## config.mk

```make
export PLATFORM = sky130hd
export DESIGN_NAME = sip_synth_target
export DESIGN_NICKNAME = d
export VERILOG_FILES = /design/src/design/sip_pkg.sv /design/src/design/sip_pin_sync.sv /design/src/design/sip_rate_divider.sv /design/src/design/sip_synth_target.sv
export VERILOG_INCLUDE_DIRS = /design/src /design/src/design
export SDC_FILE = /design/constraint.sdc
export NUM_CORES = 1
export LEC_CHECK = 0
export ABC_AREA = 1
export BUFFER_PORTS_ARGS = -buffer_cell sky130_fd_sc_hd__buf_2
export CORE_UTILIZATION = 50
export CTS_CLUSTER_SIZE = 24
export DETAILED_ROUTE_END_ITERATION = 8
export MAX_ROUTING_LAYER = met4
export PLACE_DENSITY = 0.73
export SKIP_CTS_REPAIR_TIMING = 1
export SYNTH_ARGS = -nofsm -noshare
export SYNTH_HDL_FRONTEND = slang
export SYNTH_SLANG_ARGS = --single-unit
```

## constraint.sdc

```tcl
create_clock -name clock -period 2.9 [get_ports clock]
set_input_delay 0.58 -clock clock [delete_from_list [all_inputs] [get_ports clock]]
set_output_delay 0.58 -clock clock [all_outputs]
set_load 0.005 [all_outputs]
```

## src/design/sip_defines.svh

```systemverilog
/*
  Constants of the synthesizer programming target: byte layout,
  register indices, reset values, test mode and reference codes.
  Assumes inclusion by the design files that use its constants.
*/
`ifndef SIP_DEFINES_SVH
`define SIP_DEFINES_SVH

// ==========================================
// Address byte and byte framing
`define SIP_ADDR_FIXED     5'h18
`define SIP_BYTE_LAST_BIT  3'h7
`define SIP_ROUTE_BIT      7

// ==========================================
// Register indices in auto-increment order
`define SIP_IDX_DIV_HIGH   2'h0
`define SIP_IDX_DIV_LOW    2'h1
`define SIP_IDX_CTRL_ONE   2'h2
`define SIP_IDX_CTRL_TWO   2'h3

// ==========================================
// Field positions
`define SIP_TM_MSB         6
`define SIP_TM_LSB         4
`define SIP_REF_MSB        3
`define SIP_REF_LSB        1
`define SIP_PUMP_MSB       7
`define SIP_PUMP_LSB       6

// ==========================================
// Reset values
`define SIP_DIV_HIGH_RESET 8'h00
`define SIP_DIV_LOW_RESET  8'h00
`define SIP_CTRL_ONE_RESET 8'h90
`define SIP_CTRL_TWO_RESET 8'h00
`define SIP_RATIO_RESET    15'h0000

// ==========================================
// Test mode codes
`define SIP_TM_NORMAL      3'h0
`define SIP_TM_POR_SINK    3'h1
`define SIP_TM_HALF_DIV    3'h2
`define SIP_TM_SINK        3'h3
`define SIP_TM_NORMAL_XTAL 3'h4
`define SIP_TM_DBL_REF     3'h5
`define SIP_TM_OFF         3'h6
`define SIP_TM_SOURCE      3'h7

// ==========================================
// Reference codes and ratios
`define SIP_REF_CODE_2     3'h0
`define SIP_REF_CODE_4     3'h1
`define SIP_REF_CODE_8     3'h2
`define SIP_REF_CODE_16    3'h5
`define SIP_REF_CODE_32    3'h7
`define SIP_REF_RATIO_2    6'h02
`define SIP_REF_RATIO_4    6'h04
`define SIP_REF_RATIO_8    6'h08
`define SIP_REF_RATIO_16   6'h10
`define SIP_REF_RATIO_32   6'h20
`endif

```

## src/design/sip_pkg.sv

```systemverilog
/*
  Types of the synthesizer programming target.
  Assumes nothing beyond a SystemVerilog compiler.
*/
package sip_pkg;
  // Bus target states
  typedef enum logic [2:0] {
    BUS_IDLE,
    ADDR_BITS,
    ADDR_ACK,
    DATA_BITS,
    DATA_ACK,
    BUS_IGNORE
  } sip_bus_state_t;

  // Four programming registers
  typedef struct packed {
    logic [7:0] divHigh;
    logic [7:0] divLow;
    logic [7:0] ctrlOne;
    logic [7:0] ctrlTwo;
  } sip_prog_regs_t;

  // Charge pump drive
  typedef struct packed {
    logic up;
    logic down;
    logic enable;
  } sip_pump_t;

  // Decoded operating mode
  typedef struct packed {
    logic tuneRelease;
    logic forceSink;
    logic forceSource;
    logic forceOff;
    logic xtalOut;
    logic halfDivOut;
    logic dblRefOut;
  } sip_mode_t;

  // Whole state of the top module
  typedef struct packed {
    sip_bus_state_t state;
    logic [2:0]     bitCount;
    logic [7:0]     shift;
    logic [1:0]     index;
    logic           indexValid;
    logic           firstData;
    logic           pdHighPending;
    logic           ackOe;
    logic [14:0]    ratio;
    sip_prog_regs_t regs;
    logic           pfdUp;
    logic           pfdDown;
    sip_pump_t      pump;
    logic           tuneRelease;
    logic           xtalBuf;
    logic           halfDivToggle;
  } sip_top_state_t;
endpackage

```

## src/design/sip_pin_sync.sv

```systemverilog
/*
  Two-stage synchroniser with edge pulses for a group of pins.
  Assumes the pins are asynchronous to clock.
*/
`timescale 1ns/1ps
module sip_pin_sync #(
  parameter int WIDTH = 1
) (
  // Clock and reset
  input  wire logic             clock,
  input  wire logic             rst,
  // Raw pins
  input  wire logic [WIDTH-1:0] pinIn,
  // Synchronised view
  output logic [WIDTH-1:0]      level,
  output logic [WIDTH-1:0]      rise,
  output logic [WIDTH-1:0]      fall
);
  // ==========================================
  // State
  typedef struct packed {
    logic [WIDTH-1:0] stage1;
    logic [WIDTH-1:0] stage2;
    logic [WIDTH-1:0] prev;
  } sip_sync_state_t;

  sip_sync_state_t state_reg;   // Registered state
  sip_sync_state_t state_next;  // Next state

  // Shift pins through the two stages
  always_comb begin
    state_next        = state_reg;
    state_next.stage1 = pinIn;
    state_next.stage2 = state_reg.stage1;
    state_next.prev   = state_reg.stage2;
  end

  // State register
  always_ff @(posedge clock) begin
    if (rst) begin
      // Idle-high bus level, so no false edge follows release
      state_reg <= '1;
    end else begin
      state_reg <= state_next;
    end
  end

  // Outputs read the second stage and its one-cycle delayed copy
  assign level = state_reg.stage2;
  assign rise  = state_reg.stage2 & ~state_reg.prev;
  assign fall  = ~state_reg.stage2 & state_reg.prev;
endmodule

```

## src/design/sip_rate_divider.sv

```systemverilog
/*
  Programmable divider of a step pulse stream.
  Assumes step is a one-cycle pulse on clock.
*/
`timescale 1ns/1ps
module sip_rate_divider #(
  parameter int WIDTH = 15
) (
  // Clock and reset
  input  wire logic             clock,
  input  wire logic             rst,
  // Input steps and ratio
  input  wire logic             step,
  input  wire logic [WIDTH-1:0] ratio,
  // Divided pulses
  output logic                  tick,
  output logic                  halfTick
);
  // ==========================================
  // State
  typedef struct packed {
    logic [WIDTH-1:0] count;
    logic             tick;
    logic             halfTick;
  } sip_div_state_t;

  sip_div_state_t   state_reg;   // Registered state
  sip_div_state_t   state_next;  // Next state
  logic [WIDTH:0]   countPlus;   // Count after this step
  logic             lastStep;    // Step that closes a period

  assign countPlus = {1'b0, state_reg.count} + (WIDTH+1)'(1);
  assign lastStep  = countPlus >= {1'b0, ratio};

  // Count steps, wrap at ratio; ratio 0 or 1 ticks each step
  always_comb begin
    state_next          = state_reg;
    state_next.tick     = 1'b0;
    state_next.halfTick = 1'b0;
    if (step) begin
      if (lastStep) begin
        state_next.count = '0;
        state_next.tick  = 1'b1;
      end else begin
        state_next.count = countPlus[WIDTH-1:0];
      end
      // Mid-period pulse
      if (state_reg.count == (ratio >> 1)) begin
        state_next.halfTick = 1'b1;
      end
    end
  end

  // State register
  always_ff @(posedge clock) begin
    if (rst) begin
      state_reg <= '0;
    end else begin
      state_reg <= state_next;
    end
  end

  assign tick     = state_reg.tick;
  assign halfTick = state_reg.halfTick;
endmodule

```

## src/design/sip_synth_target.sv

```systemverilog
/*
  Two-wire write target loading the synthesizer programming bytes,
  plus the divider, reference and charge pump control they steer.
  Assumes the bus controller, crystal and oscillator are pins
  asynchronous to clock, and an open-drain resolver outside.
*/
`timescale 1ns/1ps
`include "sip_defines.svh"
module sip_synth_target (
  // Clock and reset
  input  wire logic          clock,
  input  wire logic          rst,
  // Two-wire bus
  input  wire logic          sclIn,
  input  wire logic          sdaIn,
  output logic               sdaOut,
  output logic               sdaOe,
  // Address strap
  input  wire logic [1:0]    addrSelectPin,
  // Timing sources
  input  wire logic          crystalInputOne,
  input  wire logic          oscillatorIn,
  // Loop control
  output sip_pkg::sip_pump_t pumpOutput,
  output logic [1:0]         pumpCurrentSelect,
  output logic               tuningRelease,
  output logic               crystalBufferOutput,
  output logic [14:0]        dividerRatio
);
  // ==========================================
  // Decoding functions
  // Address byte matches fixed bits, strap, write direction
  function automatic logic addrMatch(input logic [7:0] b, input logic [1:0] sel);
    addrMatch = (b[7:3] == `SIP_ADDR_FIXED) && (b[2:1] == sel) && !b[0];
  endfunction

  function automatic logic [5:0] refRatioOf(input logic [2:0] code);
    unique case (code)
      `SIP_REF_CODE_4:  refRatioOf = `SIP_REF_RATIO_4;
      `SIP_REF_CODE_8:  refRatioOf = `SIP_REF_RATIO_8;
      `SIP_REF_CODE_16: refRatioOf = `SIP_REF_RATIO_16;
      `SIP_REF_CODE_32: refRatioOf = `SIP_REF_RATIO_32;
      default:          refRatioOf = `SIP_REF_RATIO_2;  // Code 000 and unusable codes
    endcase
  endfunction

  function automatic sip_pkg::sip_mode_t modeOf(input logic [2:0] tm);
    modeOf             = '0;
    modeOf.tuneRelease = 1'b1;
    unique case (tm)
      `SIP_TM_NORMAL:      modeOf.tuneRelease = 1'b0;
      `SIP_TM_NORMAL_XTAL: begin
        modeOf.tuneRelease = 1'b0;
        modeOf.xtalOut     = 1'b1;
      end
      `SIP_TM_POR_SINK, `SIP_TM_SINK: begin
        modeOf.forceSink = 1'b1;
        modeOf.xtalOut   = 1'b1;
      end
      `SIP_TM_SOURCE: begin
        modeOf.forceSource = 1'b1;
        modeOf.xtalOut     = 1'b1;
      end
      `SIP_TM_OFF: begin
        modeOf.forceOff = 1'b1;
        modeOf.xtalOut  = 1'b1;
      end
      `SIP_TM_HALF_DIV: begin
        modeOf.forceOff   = 1'b1;
        modeOf.halfDivOut = 1'b1;
      end
      `SIP_TM_DBL_REF: begin
        modeOf.forceOff  = 1'b1;
        modeOf.dblRefOut = 1'b1;
      end
    endcase
  endfunction

  // ==========================================
  // Pin synchronisation
  logic [5:0] pinLevel;  // Synced levels
  logic [5:0] pinRise;   // Rising pulses
  logic [5:0] pinFall;   // Falling pulses

  sip_pin_sync #(
    .WIDTH (6)
  ) pinSync (
    .clock (clock),
    .rst   (rst),
    .pinIn ({oscillatorIn, crystalInputOne, addrSelectPin, sdaIn, sclIn}),
    .level (pinLevel),
    .rise  (pinRise),
    .fall  (pinFall)
  );

  logic       sclRise;      // Bus clock rising
  logic       sclFall;      // Bus clock falling
  logic       sdaLevel;     // Bus data level
  logic       busStart;     // START seen
  logic       busStop;      // STOP seen
  logic [1:0] addrSel;      // Strap address bits
  logic       crystalLevel; // Crystal level
  logic       crystalRise;  // Crystal edge
  logic       oscRise;      // Oscillator edge

  assign sclRise      = pinRise[0];
  assign sclFall      = pinFall[0];
  assign sdaLevel     = pinLevel[1];
  assign busStart     = pinFall[1] && pinLevel[0];
  assign busStop      = pinRise[1] && pinLevel[0];
  assign addrSel      = pinLevel[3:2];
  assign crystalLevel = pinLevel[4];
  assign crystalRise  = pinRise[4];
  assign oscRise      = pinRise[5];

  // ==========================================
  // State and loop dividers
  sip_pkg::sip_top_state_t state_reg;   // Registered state
  sip_pkg::sip_top_state_t state_next;  // Next state
  sip_pkg::sip_mode_t      mode;        // Current mode
  logic [7:0]              newByte;     // Byte with this bit
  logic                    byteDone;    // Eighth rising edge
  logic                    dataDone;    // Eighth edge of data
  logic [1:0]              dataIdx;     // Target of data byte
  logic                    dividedOscTick;   // Divided oscillator
  logic                    comparisonTick;   // Comparison pulse
  logic                    comparisonHalf;   // Mid-period pulse

  assign newByte  = {state_reg.shift[6:0], sdaLevel};
  assign byteDone = sclRise && !busStart && !busStop && (state_reg.bitCount == `SIP_BYTE_LAST_BIT);
  assign dataDone = byteDone && (state_reg.state == sip_pkg::DATA_BITS);
  assign dataIdx  = state_reg.firstData ?
                    (newByte[`SIP_ROUTE_BIT] ? `SIP_IDX_CTRL_ONE : `SIP_IDX_DIV_HIGH) : state_reg.index;
  assign mode     = modeOf(state_reg.regs.ctrlOne[`SIP_TM_MSB:`SIP_TM_LSB]);

  sip_rate_divider #(
    .WIDTH (15)
  ) mainDivider (
    .clock    (clock),
    .rst      (rst),
    .step     (oscRise),
    .ratio    (state_reg.ratio),
    .tick     (dividedOscTick),
    .halfTick ()
  );

  sip_rate_divider #(
    .WIDTH (6)
  ) refDivider (
    .clock    (clock),
    .rst      (rst),
    .step     (crystalRise),
    .ratio    (refRatioOf(state_reg.regs.ctrlOne[`SIP_REF_MSB:`SIP_REF_LSB])),
    .tick     (comparisonTick),
    .halfTick (comparisonHalf)
  );

  // ==========================================
  // Bus target and loop control
  always_comb begin
    logic up;
    logic down;
    up         = state_reg.pfdUp | comparisonTick;
    down       = state_reg.pfdDown | dividedOscTick;
    state_next = state_reg;
    if (busStart) begin
      // Any START opens a new address byte
      state_next.state     = sip_pkg::ADDR_BITS;
      state_next.bitCount  = 3'h0;
      state_next.ackOe     = 1'b0;
      state_next.firstData = 1'b1;
    end else if (busStop) begin
      state_next.state = sip_pkg::BUS_IDLE;
      state_next.ackOe = 1'b0;
      // high byte alone applies at STOP
      if (state_reg.pdHighPending) begin
        state_next.ratio         = {state_reg.regs.divHigh[6:0], state_reg.regs.divLow};
        state_next.pdHighPending = 1'b0;
      end
    end else begin
      unique case (state_reg.state)
        sip_pkg::BUS_IDLE, sip_pkg::BUS_IGNORE: begin
          state_next.ackOe = 1'b0;
        end
        sip_pkg::ADDR_BITS: begin
          if (sclRise) begin
            state_next.shift    = newByte;
            state_next.bitCount = state_reg.bitCount + 3'h1;
          end
          if (byteDone) begin
            state_next.state = addrMatch(newByte, addrSel) ? sip_pkg::ADDR_ACK : sip_pkg::BUS_IGNORE;
          end
        end
        sip_pkg::ADDR_ACK, sip_pkg::DATA_ACK: begin
          // Drive low for one bus clock period
          if (sclFall) begin
            state_next.ackOe = !state_reg.ackOe;
            if (state_reg.ackOe) begin
              state_next.state = sip_pkg::DATA_BITS;
            end
          end
        end
        sip_pkg::DATA_BITS: begin
          if (sclRise) begin
            state_next.shift    = newByte;
            state_next.bitCount = state_reg.bitCount + 3'h1;
          end
          if (dataDone) begin
            state_next.state     = sip_pkg::DATA_ACK;
            state_next.firstData = 1'b0;
            state_next.index      = dataIdx + 2'h1;
            state_next.indexValid = (state_reg.firstData || state_reg.indexValid) && (dataIdx != `SIP_IDX_CTRL_TWO);
            if (state_reg.firstData || state_reg.indexValid) begin
              unique case (dataIdx)
                `SIP_IDX_DIV_HIGH: begin
                  state_next.regs.divHigh  = newByte;
                  state_next.pdHighPending = 1'b1;
                end
                `SIP_IDX_DIV_LOW: begin
                  state_next.regs.divLow   = newByte;
                  state_next.ratio         = {state_reg.regs.divHigh[6:0], newByte};
                  state_next.pdHighPending = 1'b0;
                end
                `SIP_IDX_CTRL_ONE: state_next.regs.ctrlOne = {newByte[7:1], 1'b0};
                `SIP_IDX_CTRL_TWO: state_next.regs.ctrlTwo = {newByte[7:6], 6'h00};
              endcase
            end
          end
        end
      endcase
    end
    state_next.pfdUp   = up && !down;
    state_next.pfdDown = down && !up;
    state_next.pump.up     = state_reg.pfdUp;
    state_next.pump.down   = state_reg.pfdDown;
    state_next.pump.enable = 1'b1;
    if (mode.forceSink || mode.forceSource || mode.forceOff) begin
      state_next.pump.up     = mode.forceSource;
      state_next.pump.down   = mode.forceSink;
      state_next.pump.enable = !mode.forceOff;
    end
    state_next.tuneRelease = mode.tuneRelease;
    // Crystal buffer and monitor outputs
    if (dividedOscTick) begin
      state_next.halfDivToggle = !state_reg.halfDivToggle;
    end
    state_next.xtalBuf = (mode.xtalOut && crystalLevel) ||
                         (mode.halfDivOut && state_reg.halfDivToggle) ||
                         (mode.dblRefOut && (comparisonTick || comparisonHalf));
  end

  // State register
  always_ff @(posedge clock) begin
    if (rst) begin
      state_reg              <= '0;
      state_reg.state        <= sip_pkg::BUS_IDLE;
      state_reg.regs.divHigh <= `SIP_DIV_HIGH_RESET;
      state_reg.regs.divLow  <= `SIP_DIV_LOW_RESET;
      state_reg.regs.ctrlOne <= `SIP_CTRL_ONE_RESET;
      state_reg.regs.ctrlTwo <= `SIP_CTRL_TWO_RESET;
      state_reg.ratio        <= `SIP_RATIO_RESET;
      state_reg.tuneRelease  <= 1'b1;
    end else begin
      state_reg <= state_next;
    end
  end

  // ==========================================
  // Outputs
  assign sdaOut              = 1'b0;
  assign sdaOe               = state_reg.ackOe;
  assign pumpOutput          = state_reg.pump;
  assign pumpCurrentSelect   = state_reg.regs.ctrlTwo[`SIP_PUMP_MSB:`SIP_PUMP_LSB];
  assign tuningRelease       = state_reg.tuneRelease;
  assign crystalBufferOutput = state_reg.xtalBuf;
  assign dividerRatio        = state_reg.ratio;

  // ==========================================
  // Checks
  chk_addr_write_only: assert property (@(posedge clock) disable iff (rst)
    state_reg.state == sip_pkg::ADDR_ACK |-> !state_reg.shift[0])
    else $error("acknowledge given to a read address");

  chk_addr_match_ack: assert property (@(posedge clock) disable iff (rst)
    state_reg.state == sip_pkg::ADDR_ACK |-> state_reg.shift[7:1] == {`SIP_ADDR_FIXED, addrSel})
    else $error("acknowledge given to a foreign address");

  chk_ack_only_slot: assert property (@(posedge clock) disable iff (rst)
    $rose(sdaOe) |-> $past(sclFall) && (state_reg.state inside {sip_pkg::ADDR_ACK, sip_pkg::DATA_ACK}))
    else $error("data line driven outside an acknowledge slot");

  chk_route_high: assert property (@(posedge clock) disable iff (rst)
    dataDone && state_reg.firstData && !newByte[7] |=> state_reg.regs.divHigh == $past(newByte))
    else $error("first byte with MSB zero not stored as divider high");

  chk_route_ctrl: assert property (@(posedge clock) disable iff (rst)
    dataDone && state_reg.firstData && newByte[7] |=> state_reg.regs.ctrlOne[7:1] == $past(newByte[7:1]))
    else $error("first byte with MSB one not stored as control one");

  chk_auto_increment: assert property (@(posedge clock) disable iff (rst)
    dataDone && !state_reg.firstData && state_reg.indexValid |=> state_reg.index == $past(state_reg.index) + 2'h1)
    else $error("register index did not advance");

  chk_high_waits: assert property (@(posedge clock) disable iff (rst)
    dataDone && (state_reg.firstData || state_reg.indexValid) && dataIdx == `SIP_IDX_DIV_HIGH
    |=> $stable(state_reg.ratio) && state_reg.pdHighPending)
    else $error("divider ratio changed on the high byte");

  chk_low_applies: assert property (@(posedge clock) disable iff (rst)
    dataDone && !state_reg.firstData && state_reg.indexValid && dataIdx == `SIP_IDX_DIV_LOW
    |=> dividerRatio[7:0] == $past(newByte) ##1 dividerRatio[7:0] == $past(newByte, 2))
    else $error("divider ratio not applied after the low byte");

  chk_stop_applies: assert property (@(posedge clock) disable iff (rst)
    busStop && state_reg.pdHighPending |=> dividerRatio[14:8] == $past(state_reg.regs.divHigh[6:0]))
    else $error("pending high byte not applied at STOP");

  chk_pump_sink: assert property (@(posedge clock) disable iff (rst)
    mode.forceSink |=> pumpOutput.down && !pumpOutput.up && pumpOutput.enable && tuningRelease)
    else $error("sink test mode did not force the pump");

  chk_pfd_exclusive: assert property (@(posedge clock) disable iff (rst)
    !mode.tuneRelease |=> !(pumpOutput.up && pumpOutput.down))
    else $error("pump driven up and down together");
endmodule

```

Word level (Yosys, flattened, before mapping)
Index checks and enable logic that the tools add are counted.
Word-level totals
  register bits after elaboration: 110
  bits of input ports: 8
  output and inout bits: 24
Cells by class
  add/sub/neg operators: 4
  order comparisons: 2
  eq/ne operators: 34
  mux-type cells: 44
  bitwise logic cells: 10
  reductions and logical operators: 65
Operators by type and width (number)
  2-to-1 mux 47 bit: 3
  2-to-1 mux 15 bit: 4
  2-to-1 mux 8 bit: 4
  AND reduction 6 bit: 5
  equality test 3 bit (second input constant): 9
  case mux 6 bit (4 select lines): 1
  2-to-1 mux 11 bit: 2
  2-to-1 mux 3 bit: 6
  2-to-1 mux 17 bit: 1
  adder 15 x 1 -> 16 bit (second input constant): 1
  >= comparator 16 x 15 -> 1 bit: 1
  != test 4 bit (second input constant): 4
  OR reduction 2 bit: 8
  equality test 3 x 2 -> 1 bit (second input constant): 5
  AND reduction 5 bit: 3
  logical AND 1 bit: 14
  2-to-1 mux 1 bit: 14
  nonzero test 2 bit: 7
  != test 2 bit (second input constant): 6
  2-to-1 mux 5 bit: 2
  equality test 3 x 1 -> 1 bit (second input constant): 3
  case mux 3 bit (3 select lines): 1
  zero test 1 bit: 8
  AND reduction 4 bit: 2
  other kinds (29): 45

Logic depth before layout (Yosys ltp)
  depth in word-level cells: 12
  mapped depth: 17
  depth with buffers taken out: 17

Modules after synthesis
A second synthesis with hierarchy kept.
Second synthesis, totals
  cell total of the unflattened synthesis: 913
  area total of the unflattened synthesis: 6223.5 um2
By module, submodules not included
  sip_synth_target: instances 1, cells an instance 466, area an instance 3240.6 um2
  sip_rate_divider at mainDivider: instances 1, cells an instance 280, area an instance 1735.4 um2
  sip_pin_sync: instances 1, cells an instance 80, area an instance 626.9 um2
  sip_rate_divider at refDivider: instances 1, cells an instance 87, area an instance 620.6 um2

Least setup slack after synthesis
No wires, ideal clock.
  path kind: register to register
  start point: reg mainDivider.state_reg[2] (netlist bit)
  end point: reg mainDivider.state_reg[5] (netlist bit)
  setup time: 0.064 ns
  arrival: 2.299 ns
  slack: 0.537 ns
  stages on the path, launching flop included: 16
  buffers on the path: 0
  cells stage by stage: dfxtp_1 ha_1 nand2_1 nor2_1 nand2_1 inv_1 nand3_1 and2_1 ha_1 and3_1 a21boi_0 nor2_1 nand2_1 nand2_2 nand2_4 nor2_1
On the way
  longest elaborated chain between the ends: 3
RTL lines
  start, declared: line sip_rate_divider.sv:27  | sip_div_state_t state_reg;
  start signal, assigned: line sip_rate_divider.sv:59  | state_reg <= state_next;
  adder 15 x 1 -> 16 bit (*): line sip_rate_divider.sv:32  | assign countPlus = {1'b0, state_reg.count} + (WIDTH+1)'(1);
  >= comparator 16 x 15 -> 1 bit: line sip_rate_divider.sv:33  | assign lastStep = countPlus >= {1'b0, ratio};
  2-to-1 mux 15 bit (*): line sip_rate_divider.sv:41  | if (lastStep) begin
Mark *: on every way between the ends. The rest lies on a longest branch, timed or not.
A chain may end at the register's enable or synchronous reset.

Worst setup path in the final report
  start point: reg mainDivider.state_reg[2] (netlist bit)
  end point: reg mainDivider.state_reg[6] (netlist bit)
The elaborated chain is that of the path after synthesis.

==> qor.log <==
[grt] number of antenna violations at the first check in global routing 0
[clock_network] H-tree lvl count 3
[logic_synthesis] area share of fa/ha/maj cells after synthesis 0.0638
[clock_network] clock latency on the worst-skew pair 370 ps
[logic_synthesis] synthesized netlist net count 815
[place] GP Congestion 0.938
[logic_synthesis] compound-gate portion of the synthesized area 0.104
[final_layout] Largest register FFs 35
[place] placement-stage worst setup slack 136 ps
[routing] via density per instance 5.17
[sta] relative slew slack 0.453
[final_layout] growth of design area from synthesis to finish 5.54%
[floorplan] total die area 11400 um^2
[floorplan] height of the die 107 um
[logic_synthesis] post-synthesis cell type with the largest combined area sky130_fd_sc_hd__dfxtp_1
[sta] highest achievable clock rate 0.369 GHz
[grt] wire length of the first global-routing pass 20100 um
[clock_network] CTS tree built
[pwr] static leakage 2.70 nW
[sta] Final Hold Fails 0
[logic_synthesis] top cells by area, synth sky130_fd_sc_hd__dfxtp_1 (38%), sky130_fd_sc_hd__nand2_1 (12%), sky130_fd_sc_hd__nor2_1 (7.7%)
[final_layout] Post-layout nets 821
[final_layout] ratio of cells with drive above 1 in the final layout 0.129
[pwr] power density over cell area 434 nW/um^2
[floorplan] Die Span X 107 um
[worst_setup_path] setup slack of the worst register-to-register path 190 ps
[routing] Initial DRC Count 268
[place] post-detailed-placement half-perimeter wirelength 8610 um
[sta] clock skew 18.6 ps
[logic_synthesis] post-synthesis register bit count 105
[worst_setup_path] terminus of the critical flop-to-flop path mainDivider.state_reg[6]
[grt] grt total ovfl 0
[worst_hold_path] type of the worst min-delay path input pin to flop
[sta] setup slack after layout 193 ps
[routing] Avg WL per Cell 12.7 um
[worst_setup_path] arrival time of the worst setup path 2980 ps
[clock_network] cell at the root of the clock tree sky130_fd_sc_hd__clkbuf_8
[logic_synthesis] syn_area_per_cell 7.05 um^2
[sta] Sum Neg Setup Slack 0 ps
[worst_setup_path] largest fanout of any net on the critical path 9
[logic_synthesis] number of enable-type register cells in the synthesized netlist 0
[logic_synthesis] count of cell types in the netlist 43
[sta] transition time of the tightest slew-check pin 820 ps
[clock_network] maximum clock path buffer count 2
[floorplan] core area 10500 um^2
[worst_setup_path] required arrival time at the worst endpoint 3170 ps
[logic_synthesis] dominant combinational cell family by area after synthesis simple AND/OR/NAND/NOR gates
[logic_synthesis] area fraction in and, or, nand and nor cells after synthesis 0.315
[routing] DR pass1 iterations 5
[place] Port Buffers 30
[logic_synthesis] part of the Yosys area used for sequential elements 0.383
[routing] Detail Route Antenna Nets 0
[worst_setup_path] worst reg2reg path depth 15
[floorplan] effective utilization at floorplan 0.525
[worst_setup_path] endpoint kind of the worst setup timing path flop
[logic_synthesis] Ys Warns 0
[outcome] status completed
[logic_synthesis] multiplexer share of the synthesized area 0.00365
[sta] worst slack on hold paths 388 ps
[pwr] total design power 2.52 mW
[sta] Pins Over Slew Limit 0
[worst_setup_path] startpoint-to-endpoint class of the critical path flop to flop
[final_layout] Diodes inserted 0
[clock_network] TritonCTS Buffers 9
[worst_hold_path] worst hold path startpoint addrSelectPin[0]
[grt] Total GRT Usage 0.223
[logic_synthesis] share of synthesized flip-flops with an asynchronous set or reset 0
[final_layout] final instance area 5790 um^2
[grt] number of global-route vias before repair 4435
[clock_network] count of clock tree sinks 105
[routing] total detailed-routing wirelength 11800 um
[floorplan] number of top-level pins 32
[floorplan] Std-Cell Rows 37
[grt] pin count of the biggest net entering global routing 54
[logic_synthesis] primary flip-flop cell chosen by synthesis mapping sky130_fd_sc_hd__dfxtp_1
[logic_synthesis] top cell type's share of synthesized area 0.383
[sta] period utilisation layout 0.933
[flow_run] max-capacitance violation count 0
[routing] number of remaining DRC errors 0
[place] total cell area at the placement stage 5580 um^2
[worst_setup_path] Setup crit start kind flop
[pwr] Peak supply drop 0.278 mV
[logic_synthesis] synthesized-area fraction occupied by xor and xnor cells 0.0160
[sta] minimum clock period 2710 ps
[clock_network] clock edge transition at the registers on the reported setup and hold paths 110 ps
[worst_setup_path] critical path capture point mainDivider.state_reg[6]
[worst_setup_path] launching element of the worst setup path mainDivider.state_reg[2]
[logic_synthesis] Synth Cell Area 5490 um^2
[routing] Vias 4787
[sta] setup violation total in the final timing report 0
[logic_synthesis] gate count after technology mapping 779
[worst_setup_path] startpoint of the worst-slack reg-to-reg timing path mainDivider.state_reg[2]
## layout make-up
cell class                      count  area (um^2)
Inverter                           93          349
Sequential cell                   105         2100
Fill cell                        1045         4670
Multi-Input combinational cell    538         2770
Timing Repair Buffer               38          210
Clock buffer                       11          131
Tap cell                          136          170
Clock inverter                      5         61.3
## cell usage in the layout, fill, tap and decap left out, types with 9 or more instances in the layout
cell | Yosys | final
sky130_fd_sc_hd__nand4_1 | 12 | 12
sky130_fd_sc_hd__o21ai_0 | 31 | 31
sky130_fd_sc_hd__or2_2 | 16 | 16
sky130_fd_sc_hd__nor2_1 | 112 | 110
sky130_fd_sc_hd__clkbuf_8 | 0 | 9
sky130_fd_sc_hd__dfxtp_1 | 105 | 105
sky130_fd_sc_hd__a21oi_1 | 53 | 53
sky130_fd_sc_hd__ha_1 | 28 | 28
sky130_fd_sc_hd__nand2_1 | 173 | 173
sky130_fd_sc_hd__buf_2 | 3 | 30
sky130_fd_sc_hd__inv_2 | 10 | 10
sky130_fd_sc_hd__nand3_1 | 56 | 56
sky130_fd_sc_hd__inv_1 | 83 | 83
## layer usage
metal | GRT usage | vias up | share of wire
met5 | - | - | 0
met4 | 0.0675 | 0 | 0.015
met3 | 0.0334 | 16 | 0.033
met2 | 0.359 | 76 | 0.47
met1 | 0.289 | 2223 | 0.48
li1 | - | 2472 | -
## Yosys cell counts (4+ instances only)
| cell | number |
|---|---|
| sky130_fd_sc_hd__nand4_1 | 12 |
| sky130_fd_sc_hd__o21bai_1 | 4 |
| sky130_fd_sc_hd__o21ai_0 | 31 |
| sky130_fd_sc_hd__nor2_2 | 6 |
| sky130_fd_sc_hd__a21oi_1 | 53 |
| sky130_fd_sc_hd__ha_1 | 28 |
| sky130_fd_sc_hd__inv_1 | 83 |
| sky130_fd_sc_hd__inv_2 | 10 |
| sky130_fd_sc_hd__nand2_1 | 173 |
| sky130_fd_sc_hd__dfxtp_1 | 105 |
| sky130_fd_sc_hd__nand3_1 | 56 |
| sky130_fd_sc_hd__nor2_1 | 112 |
| sky130_fd_sc_hd__or2_2 | 16 |
| sky130_fd_sc_hd__xor2_1 | 8 |
| sky130_fd_sc_hd__nand2_2 | 4 |
| sky130_fd_sc_hd__clkbuf_1 | 13 |
| sky130_fd_sc_hd__buf_4 | 23 |
## metrics by stage
stage          std cells  utilization
2_1_floorplan        779            -
5_1_grt              926        0.554
4_1_cts              924        0.552
3_5_place_dp         908        0.533
3_3_place_gp         908        0.533
6_report             926        0.554
## worst min-delay path by stage
stage,cells after the start,endpoint
floorplan,1,pinSync.level[0]
global placement,1,pinSync.level[3]
detailed placement,1,pinSync.level[1]
CTS,2,pinSync.state_next[8]
global route,2,pinSync.state_next[7]
finish,2,pinSync.state_next[8]
## worst max-delay path, stage by stage (launching register included)
cell                       delay, ps
sky130_fd_sc_hd__dfxtp_1         440
sky130_fd_sc_hd__ha_1            230
sky130_fd_sc_hd__nand2_1          90
sky130_fd_sc_hd__nor2_1          200
sky130_fd_sc_hd__nand2_1         120
sky130_fd_sc_hd__inv_1            70
sky130_fd_sc_hd__nand3_1          80
sky130_fd_sc_hd__and2_1          170
sky130_fd_sc_hd__ha_1            290
sky130_fd_sc_hd__and3_1          170
sky130_fd_sc_hd__a21boi_0        280
sky130_fd_sc_hd__nor2_2          120
sky130_fd_sc_hd__nand2_1         100
sky130_fd_sc_hd__nand2_2          70
sky130_fd_sc_hd__nand2_4         110
sky130_fd_sc_hd__nor2_1           50
## power breakdown
| group | internal [mW] | switching [mW] |
|---|---|---|
| Combinational | 0.0456 | 0.0869 |
| Sequential | 1.46 | 0.0149 |
| Clock | 0.407 | 0.502 |
| Total | 1.91 | 0.604 |
## kinds of logic after synthesis
logic type	after synthesis
AND/OR/NAND/NOR	394
buffers and inverters	136
flip-flops	105
AO/OA/AOI/OAI	103
adder cells (fa/ha/maj)	28
XOR/XNOR	10
multiplexers	2
other	1
Power figures use the tool's default switching activity.
